`config.mk`:
```
export PLATFORM = sky130hd
export DESIGN_NAME = gpfs_top
export DESIGN_NICKNAME = d
export VERILOG_FILES = /design/src/design/gpfs_pkg.sv /design/src/design/gpfs_top.sv /design/src/design/gpfs_pin_route.sv
export SDC_FILE = /design/constraint.sdc
export NUM_CORES = 1
export LEC_CHECK = 0
export BUFFER_PORTS_ARGS = -buffer_cell sky130_fd_sc_hd__clkbuf_2
export CAP_MARGIN = 0
export CORE_MARGIN = 2
export CORE_UTILIZATION = 48
export CTS_BUF_LIST = sky130_fd_sc_hd__clkbuf_4
export DETAILED_ROUTE_END_ITERATION = 10
export GPL_TIMING_DRIVEN = 0
export PLACE_DENSITY_LB_ADDON = 0.25
export RECOVER_POWER = 50
export SYNTH_ARGS = -nofsm -noshare
export SYNTH_HDL_FRONTEND = slang
export SYNTH_HIERARCHICAL = 1
export SYNTH_SLANG_ARGS = --single-unit
```
`constraint.sdc`:
```
create_clock -name clk -period 2.7 [get_ports clk]
set_clock_uncertainty 0.1 [all_clocks]
set_input_delay 0.675 -clock clk [delete_from_list [all_inputs] [get_ports clk]]
set_output_delay 0.675 -clock clk [all_outputs]
set_load 0.02 [all_outputs]
```
`src/design/gpfs_pkg.sv`:
```
// Package of constants and carrier types for the general pin function select block
package gpfs_pkg;
  localparam int PINS = 4;
  // Register indices; byte address is four times the index
  localparam logic [7:0] REG_IDX_DIR = 8'h26;
  localparam logic [7:0] REG_IDX_FUNC = 8'h27;
  localparam logic [7:0] REG_IDX_STAT = 8'h2A;
  localparam logic [7:0] DIR_RESET = 8'h00;
  localparam logic [7:0] FUNC_RESET = 8'h00;
  localparam logic [7:0] FUNC_WMASK = 8'hBF;
  // Function control field positions
  localparam int FUNC_ALERT_EN = 0;
  localparam int FUNC_BUSY_EN = 1;
  localparam int FUNC_LANE_LO = 2;
  localparam int FUNC_ALERT_SEL = 4;
  localparam int FUNC_BUSY_SEL = 5;
  localparam int FUNC_RSVD = 6;
  localparam int FUNC_MAP = 7;
  // Lane mode codes
  localparam logic [1:0] LANE_CODE_DUAL = 2'h1;
  localparam logic [1:0] LANE_CODE_QUAD = 2'h2;
  // Status register field positions
  localparam int STAT_OV = 4;
  localparam int STAT_DUAL = 5;
  localparam int STAT_QUAD = 6;
  localparam int STAT_WAFER = 7;
  // Fixed pin numbers for the movable indicators
  localparam int PIN_ZERO = 0;
  localparam int PIN_ALERT_ALT = 2;
  localparam int PIN_BUSY_ALT = 3;

  typedef enum logic [1:0] {LANE_SINGLE, LANE_DUAL, LANE_QUAD} gpfs_lanes_t;

  // What a pin is doing and at which level
  typedef struct packed {
    logic [PINS-1:0] drive;
    logic [PINS-1:0] level;
  } gpfs_pins_t;

  // Sources that may appear on a pin
  typedef struct packed {
    logic busy;
    logic alert;
    logic [PINS-1:0] claimed;
    logic [PINS-1:0] gpo;
  } gpfs_src_t;
endpackage

```
`src/design/gpfs_top.sv`:
```
// General pin function select: AHB-Lite registers, pin routing, lane mode
`timescale 1ns/1ps
module gpfs_top (
  input wire logic clk,
  input wire logic sys_rst,
  input wire logic hsel,
  input wire logic [31:0] haddr,
  input wire logic [1:0] htrans,
  input wire logic hwrite,
  input wire logic [2:0] hsize,
  input wire logic [31:0] hwdata,
  input wire logic hready,
  output logic hreadyout,
  output logic hresp,
  output logic [31:0] hrdata,
  input wire logic wafer_package_pin,
  input wire logic [3:0] pin_claimed,
  input wire logic busy_indicator,
  input wire logic threshold_alert_state,
  input wire logic overvoltage_state,
  input wire logic [3:0] gpo_level,
  output logic [3:0] pin_out,
  output logic [3:0] pin_oe,
  output logic overvoltage_alert_status_flag,
  output gpfs_pkg::gpfs_lanes_t serial_output_lane_mode
);
  logic [7:0] pin_function_control;
  logic [7:0] general_pin_direction_enables;
  logic wafer_meta;
  logic wafer;
  logic wr_pend;
  logic [7:0] wr_idx;
  gpfs_pkg::gpfs_pins_t pins_q;
  gpfs_pkg::gpfs_src_t src;
  gpfs_pkg::gpfs_pins_t next_pins;
  gpfs_pkg::gpfs_lanes_t next_lanes;

  // Zero-wait slave, every transfer answers OKAY
  assign hreadyout = 1'b1;
  assign hresp = 1'b0;

  // Address phase decode; hsize is not checked, only words are issued
  wire logic req = hsel & htrans[1] & hready;
  wire logic rd_req = req & ~hwrite;
  wire logic wr_req = req & hwrite;
  wire logic [7:0] req_idx = haddr[9:2];
  wire logic addr_ok = (haddr[31:10] == 22'h0) & (haddr[1:0] == 2'h0);
  wire logic unused_size = ^hsize;

  // Data phase write strobes
  wire logic wr_func = wr_pend & (wr_idx == gpfs_pkg::REG_IDX_FUNC);
  wire logic wr_dir = wr_pend & (wr_idx == gpfs_pkg::REG_IDX_DIR);

  // Next register values; reserved bit six is never stored
  wire logic [7:0] next_func = wr_func ? (hwdata[7:0] & gpfs_pkg::FUNC_WMASK)
                                       : pin_function_control;
  wire logic [7:0] next_dir = wr_dir ? hwdata[7:0] : general_pin_direction_enables;

  // Status view of the block's own output state and the synchronised package strap
  wire logic [7:0] stat_word = {wafer,
                                serial_output_lane_mode == gpfs_pkg::LANE_QUAD,
                                serial_output_lane_mode == gpfs_pkg::LANE_DUAL,
                                overvoltage_alert_status_flag,
                                pins_q.drive};

  // Read mux forwards a write still in its data phase so back-to-back reads see it
  wire logic [7:0] rd_byte =
    ~addr_ok ? 8'h00 :
    (req_idx == gpfs_pkg::REG_IDX_FUNC) ? next_func :
    (req_idx == gpfs_pkg::REG_IDX_DIR) ? next_dir :
    (req_idx == gpfs_pkg::REG_IDX_STAT) ? stat_word : 8'h00;

  // Bus capture and register storage
  always_ff @(posedge clk) begin
    if (sys_rst) begin
      wr_pend <= 1'b0;
      wr_idx <= 8'h00;
      hrdata <= 32'h0000_0000;
      pin_function_control <= gpfs_pkg::FUNC_RESET;
      general_pin_direction_enables <= gpfs_pkg::DIR_RESET;
    end else begin
      wr_pend <= wr_req & addr_ok;
      wr_idx <= req_idx;
      hrdata <= rd_req ? {24'h00_0000, rd_byte} : 32'h0000_0000;
      pin_function_control <= next_func;
      general_pin_direction_enables <= next_dir;
    end
  end

  // Package strap comes from a pin, so it is synchronised first
  always_ff @(posedge clk) begin
    if (sys_rst) begin
      wafer_meta <= 1'b0;
      wafer <= 1'b0;
    end else begin
      wafer_meta <= wafer_package_pin;
      wafer <= wafer_meta;
    end
  end

  // Sources for the pin router
  assign src.busy = busy_indicator;
  assign src.alert = threshold_alert_state;
  assign src.claimed = pin_claimed;
  assign src.gpo = gpo_level;

  gpfs_pin_route #(.PINS(gpfs_pkg::PINS)) u_route (
    .func(pin_function_control),
    .dir(general_pin_direction_enables),
    .wafer(wafer),
    .src(src),
    .pins(next_pins)
  );

  // Lane decode; code 10 falls back to one lane on lead-frame parts
  wire logic [1:0] lane_code = pin_function_control[gpfs_pkg::FUNC_LANE_LO +: 2];
  always_comb begin
    unique case (lane_code)
      gpfs_pkg::LANE_CODE_DUAL: next_lanes = gpfs_pkg::LANE_DUAL;
      gpfs_pkg::LANE_CODE_QUAD: next_lanes = wafer ? gpfs_pkg::LANE_QUAD
                                                   : gpfs_pkg::LANE_SINGLE;
      default: next_lanes = gpfs_pkg::LANE_SINGLE;
    endcase
  end

  // Flag shows the threshold alert only when mapping is selected
  wire logic next_ov = pin_function_control[gpfs_pkg::FUNC_MAP] ? threshold_alert_state
                                                                : overvoltage_state;

  // Output flops; one cycle from the source inputs to the pins, three from the package strap pin
  always_ff @(posedge clk) begin
    if (sys_rst) begin
      pins_q <= '0;
      overvoltage_alert_status_flag <= 1'b0;
      serial_output_lane_mode <= gpfs_pkg::LANE_SINGLE;
    end else begin
      pins_q <= next_pins;
      overvoltage_alert_status_flag <= next_ov;
      serial_output_lane_mode <= next_lanes;
    end
  end

  assign pin_out = pins_q.level;
  assign pin_oe = pins_q.drive;

  logic past_ok;
  always_ff @(posedge clk) begin
    if (sys_rst) begin
      past_ok <= 1'b0;
    end else begin
      past_ok <= 1'b1;
    end
  end

  wire logic [7:0] f = pin_function_control;
  wire logic [7:0] d = general_pin_direction_enables;
endmodule // gpfs_top

```
`src/design/gpfs_pin_route.sv`:
```
// Per-pin function arbitration for the general pins
`timescale 1ns/1ps
module gpfs_pin_route #(
  parameter int PINS = gpfs_pkg::PINS
) (
  input wire logic [7:0] func,
  input wire logic [7:0] dir,
  input wire logic wafer,
  input wire gpfs_pkg::gpfs_src_t src,
  output gpfs_pkg::gpfs_pins_t pins
);
  // Selects collapse to pin zero on the lead-frame package
  wire logic busy_alt = wafer & func[gpfs_pkg::FUNC_BUSY_SEL];
  wire logic alert_alt = wafer & func[gpfs_pkg::FUNC_ALERT_SEL];
  wire logic busy_on = func[gpfs_pkg::FUNC_BUSY_EN];
  wire logic alert_on = func[gpfs_pkg::FUNC_ALERT_EN];

  genvar p;
  generate
    for (p = 0; p < PINS; p++) begin : g_pin
      wire logic busy_here;
      wire logic alert_here;
      wire logic gpo_here;
      wire logic gpo_ok;
      // Pins other than zero exist only on the wafer-level package
      assign gpo_ok = (p == gpfs_pkg::PIN_ZERO) | wafer;
      assign busy_here = busy_on & (busy_alt ? (p == gpfs_pkg::PIN_BUSY_ALT)
                                             : (p == gpfs_pkg::PIN_ZERO));
      assign alert_here = alert_on & (alert_alt ? (p == gpfs_pkg::PIN_ALERT_ALT)
                                                : (p == gpfs_pkg::PIN_ZERO));
      assign gpo_here = dir[p] & gpo_ok;
      // A claimed pin belongs to a higher function, so we let go of it
      assign pins.drive[p] = ~src.claimed[p] & (busy_here | alert_here | gpo_here);
      // Busy beats alert beats general output when they share a pin
      assign pins.level[p] = busy_here ? src.busy :
                             alert_here ? src.alert : src.gpo[p];
    end
  endgenerate
endmodule // gpfs_pin_route

```
# Word-level counts from Yosys, hierarchy flattened
# Index checks and enable logic that the tools add are counted.
# classes
n_eq_ne,9
mux,16
bitwise,32
reduce_logical,3
# ops
cell,n
$eq A8 B6 Y1 const B,5
$mux W8,5
$logic_not A22 Y1,1
$and A1 B1 Y1,21
$mux W1,9
$not A1 Y1,7
$eq A2 B1 Y1 const B,2
$eq A2 B2 Y1 const B,2
$or A1 B1 Y1,4
$pmux W2 S2,1
$reduce_or A3 Y1,1
$logic_not A2 Y1,1
$mux W2,1
# word_totals
reg_bits,70
inputBits,86
out_inout_bits,45
word_cells,72

# Logic depth before layout (Yosys ltp)
# depth
ltp_word,6
ltp_mapped,6
mapped_depth_nobuf,4

# Modules after synthesis
# The synthesis kept the hierarchy.
# by_module_without_submodules
module,instances,cells_per_inst,area_per_inst_um2
gpfs_top,1,213,2082.0
gpfs_pin_route,1,18,130.1

# Least setup slack after synthesis
# Ideal clock, no wire load.
# synth_path
path_type,input port to flip-flop
startpoint,input port haddr[9]
endpoint,register hrdata[5]
arrival_time_ns,1.843
slack_ns,0.671
path_stages,5
path_buffers,1
cell_sequence,or3b_1 > buf_6 > and4bb_4 > o21ai_1 > a221oi_2
# synth_via
elab_chain_len,4
elab_cells_between_ends,6
cone_classes,3 x eq/ne; 3 x mux
# synth_lines
element,line_no,rtl
start: declaration,gpfs_top.sv:7,"input wire logic [31:0] haddr,"
$eq A8 B6 Y1,gpfs_top.sv:71,(req_idx == gpfs_pkg::REG_IDX_STAT) ? stat_word : 8'h00;
$mux W8,gpfs_top.sv:71,
$mux W8,gpfs_top.sv:70,(req_idx == gpfs_pkg::REG_IDX_DIR) ? next_dir :
$mux W8 *,gpfs_top.sv:69,(req_idx == gpfs_pkg::REG_IDX_FUNC) ? next_func :
end signal: assignment,gpfs_top.sv:84,"hrdata <= rd_req ? {24'h00_0000, rd_byte} : 32'h0000_0000;"
end: declaration,gpfs_top.sv:15,"output logic [31:0] hrdata,"
# Every way passes the cells marked *; elsewhere a longest branch is shown, timed or not.
# A chain may end at the register's enable or synchronous reset.

# Worst setup path after layout
# layout_path
startpoint,register wr_idx[7]
endpoint,register hrdata[4]
# layout_via
elab_chain_len,5
elab_cells_between_ends,8
cone_classes,2 x eq/ne; 4 x mux; 2 x bitwise
# layout_lines
element,line_no,rtl
start: declaration,gpfs_top.sv:32,logic [7:0] wr_idx;
start signal: assignment,gpfs_top.sv:83,wr_idx <= req_idx;
$eq A8 B6 Y1,gpfs_top.sv:52,wire logic wr_dir = wr_pend & (wr_idx == gpfs_pkg::REG_IDX_DIR);
$and A1 B1 Y1,gpfs_top.sv:52,
$mux W8,gpfs_top.sv:57,wire logic [7:0] next_dir = wr_dir ? hwdata[7:0] : general_pin_direction_enables;
$mux W8,gpfs_top.sv:70,
$mux W8 *,gpfs_top.sv:69,
# Marks and branches as above.

==> flow_metrics.py <==
metrics = {
    "synthesis": {
        "synth_top_family_by_area": "simple AND/OR/NAND/NOR gates",
        "yosysSeqAreaShare_pct": 41.6,
        "synthXorXnorAreaFrac_pct": 0,
        "async_flop_share_pct": 0,
        "synth_area_leaders": "dfxtp_1, buf_4, nor2b_1",
        "synth_adder_area_share_pct": 0,
        "syn_area_um2": 2210,
        "synth-compound-area-share_pct": 16.1,
        "muxShareOfSynthArea_pct": 6.00,
        "synthFlopType": "dfxtp_1",
        "yosys.area.top_type": "dfxtp_1",
        "synth_top_area_share_pct": 41.6,
        "synth_common_cells": "dfxtp_1, buf_4, nor2b_1, nor2_1, nor4_1",
        "synth_edf_count": 0,
        "syn_inst": 231,
        "synth-seq-cells": 46,
        "synth_cell_type_count": 37,
        "synth_warnings": 6,
        "synth.most_common_cell": "dfxtp_1",
        "syn_area_per_cell_um2": 9.58,
        "synth_simple_gate_area_share_pct": 22.2,
    },
    "timing": {
        "hold_violations": 0,
        "max_freq_ghz": 0.502,
        "maxSlewViolCount": 0,
        "max_slew_margin_pct": 57.8,
        "finalCritPeriodShare_pct": 73.7,
        "rsz0062_at_grt": "no",
        "fin_tns_setup_ps": 0,
        "tightest_slew_ps": 630,
        "setup_violations": 0,
        "min_period_ps": 1990,
    },
    "clock_network": {
        "clkSlewWorstSetupHoldPaths_ps": 150,
        "cts_resized": 0,
        "tritoncts": "yes",
        "clock_path_buffers": 2,
        "root_buffer": "clkbuf_4",
        "cts_inserted_buffers": 5,
        "cts_sinks": 46,
        "htreeDepth": 2,
        "clock_latency_ps": 370,
        "cts_hold_buf": 0,
        "post_cts_buffers": 0,
    },
    "global_route": {
        "grt_remaining_overflow": 0,
        "antenna_found_initial": 0,
        "grt_max_degree": 16,
        "grtUsageTotal_pct": 20.5,
        "grt_pass1_vias": 1750,
        "grt_pass1_wl_um": 8160,
    },
    "worst_setup_path": {
        "worstPathRequired_ps": 2880,
        "arrival_ps": 2170,
        "r2r_cells": 6,
        "cp.depth": 6,
        "cp_cell_sequence": "nand4bb_1 -> clkbuf_1 -> buf_2 -> nor4_1 -> o21ai_1 -> a221oi_1",
        "critical_path.max_fanout": 10,
        "path_buf_inv": 2,
        "cp_top_family": "simple AND/OR/NAND/NOR gates",
        "crit_path_end_kind": "register",
        "cp_slowest_cell": "nor4_1",
        "slowest_delay_ps": 360,
        "r2r_setup_slack_ps": 710,
        "path_class": "reg -> reg",
        "cp-start-kind": "register",
    },
    "power_and_ir_drop": {
        "switching_power_uw": 331,
        "intPower_uw": 963,
        "clkPwrFrac_pct": 33.3,
        "ir_drop_uv": 177,
        "p_comb_share_pct": 13.0,
        "p_leak_uw": 0.00127,
        "p_seq_share_pct": 53.7,
        "power_density_nw_per_um2": 461,
        "sw_frac_of_total_pct": 25.6,
    },
    "route": {
        "drc": 0,
        "via_count": 1915,
        "ant_nets": 0,
        "wire_per_inst_um": 13.5,
        "routed_via_density": 4.91,
        "routed_wl_um": 5280,
        "initialDrtViolationCount": 49,
        "firstDrtPassIters": 4,
    },
    "worst_hold_path": {
        "min_delay_path_depth": 2,
        "hp-class": "reg -> reg",
    },
    "run": {
        "drv_cap": 0,
    },
    "floorplan": {
        "rows": 24,
        "die_area_um2": 5170,
        "coreArea_um2": 4380,
        "die_h_um": 71.9,
        "io_pins": 131,
        "start_util_pct": 50.5,
        "die_w_um": 71.9,
    },
    "layout": {
        "final_cells": 390,
        "drive_gt1_share_pct": 34.9,
        "antenna_cells": 0,
        "layout.nets": 423,
        "syn2layout_area_growth_pct": 27.0,
    },
    "placed_design": {
        "io_buffers": 75,
        "gp_congestion": 0.806,
        "dp_cells": 382,
        "dp_hpwl_um": 4060,
    },
    "status": {
        "status": "finished, final reports clean",
    },
}
[state kept, by name, summed over array words and instances, names as in the netlist]
signal / count
d: 8
f: 8
hrdata: 8
wr_idx: 8
pin_oe: 4
pin_out: 4
serial_output_lane_mode: 2
overvoltage_alert_status_flag: 1
wafer: 1
wafer_meta: 1
wr_pend: 1
[stage by stage]
stage,setup WS [ps],total power [uW],utilization [%],instance area (um^2),hold slack (ps)
finish,710,1290,64.1,2810,354
detailed placement,380,877,62.6,2740,340
global route,555,1340,64.1,2810,376
floorplan,671,816,-,2300,312
global placement,395,876,62.6,2740,330
CTS,725,1290,64.4,2830,358
[layer usage]
metal	global-route usage (%)	part of all wire, %	routed length [um]	vias up
met2	33.1	47	2480	69
met1	26.7	45	2360	859
li1	-	-	-	981
met4	7.76	1.2	64	0
met3	4.92	7.0	371	6
met5	0	0	0	-
[area by class of cell]
class                      instances  area (um^2)
timing repair buffer              75          360
clock buffer                       5         37.5
fill                             391         1570
tap                               52         65.1
sequential                        46          921
multi-input combinational        158         1080
inverter                          10         37.5
buffer                            41          267
clock inverter                     3         45.0
[worst reg2reg max path: stages (launching register included)]
cell and delay [ps]:
dfxtp_1 320, nand4bb_1 170, clkbuf_1 220, buf_2 260, nor4_1 360, o21ai_1 150, a221oi_1 320
[power by group through the flow]
stage | Clock [uW] | Combinational, uW | Sequential, uW
2_1_floorplan | 0 | 102 | 714
3_3_place_gp | 0 | 166 | 710
3_5_place_dp | 0 | 167 | 710
4_1_cts | 430 | 168 | 695
5_1_grt | 464 | 181 | 696
6_report | 431 | 168 | 695
[cell families after synthesis]
family,Yosys count
and+or+nand+nor,75
buffers and inverters,51
DFF,46
AOI/OAI and AO/OA,45
muxes,12
other,2
[worst paths after layout]
path	startpoint	endpoint
hold reg to reg	f[6]	f[6]
setup / recovery	wr_idx[7]	hrdata[4]
setup reg to reg	wr_idx[7]	hrdata[4]
hold / removal	f[6]	f[6]
[placed cells by master, fill, tap and decap left out, types with 9 or more instances in the layout]
master,count
nor4_1,11
buf_4,27
clkbuf_1,21
nand3_1,9
clkbuf_2,63
dfxtp_1,46
nor2b_1,19
nor2_1,11
inv_1,10
conb_1,26
Power figures use the tool's default switching activity.
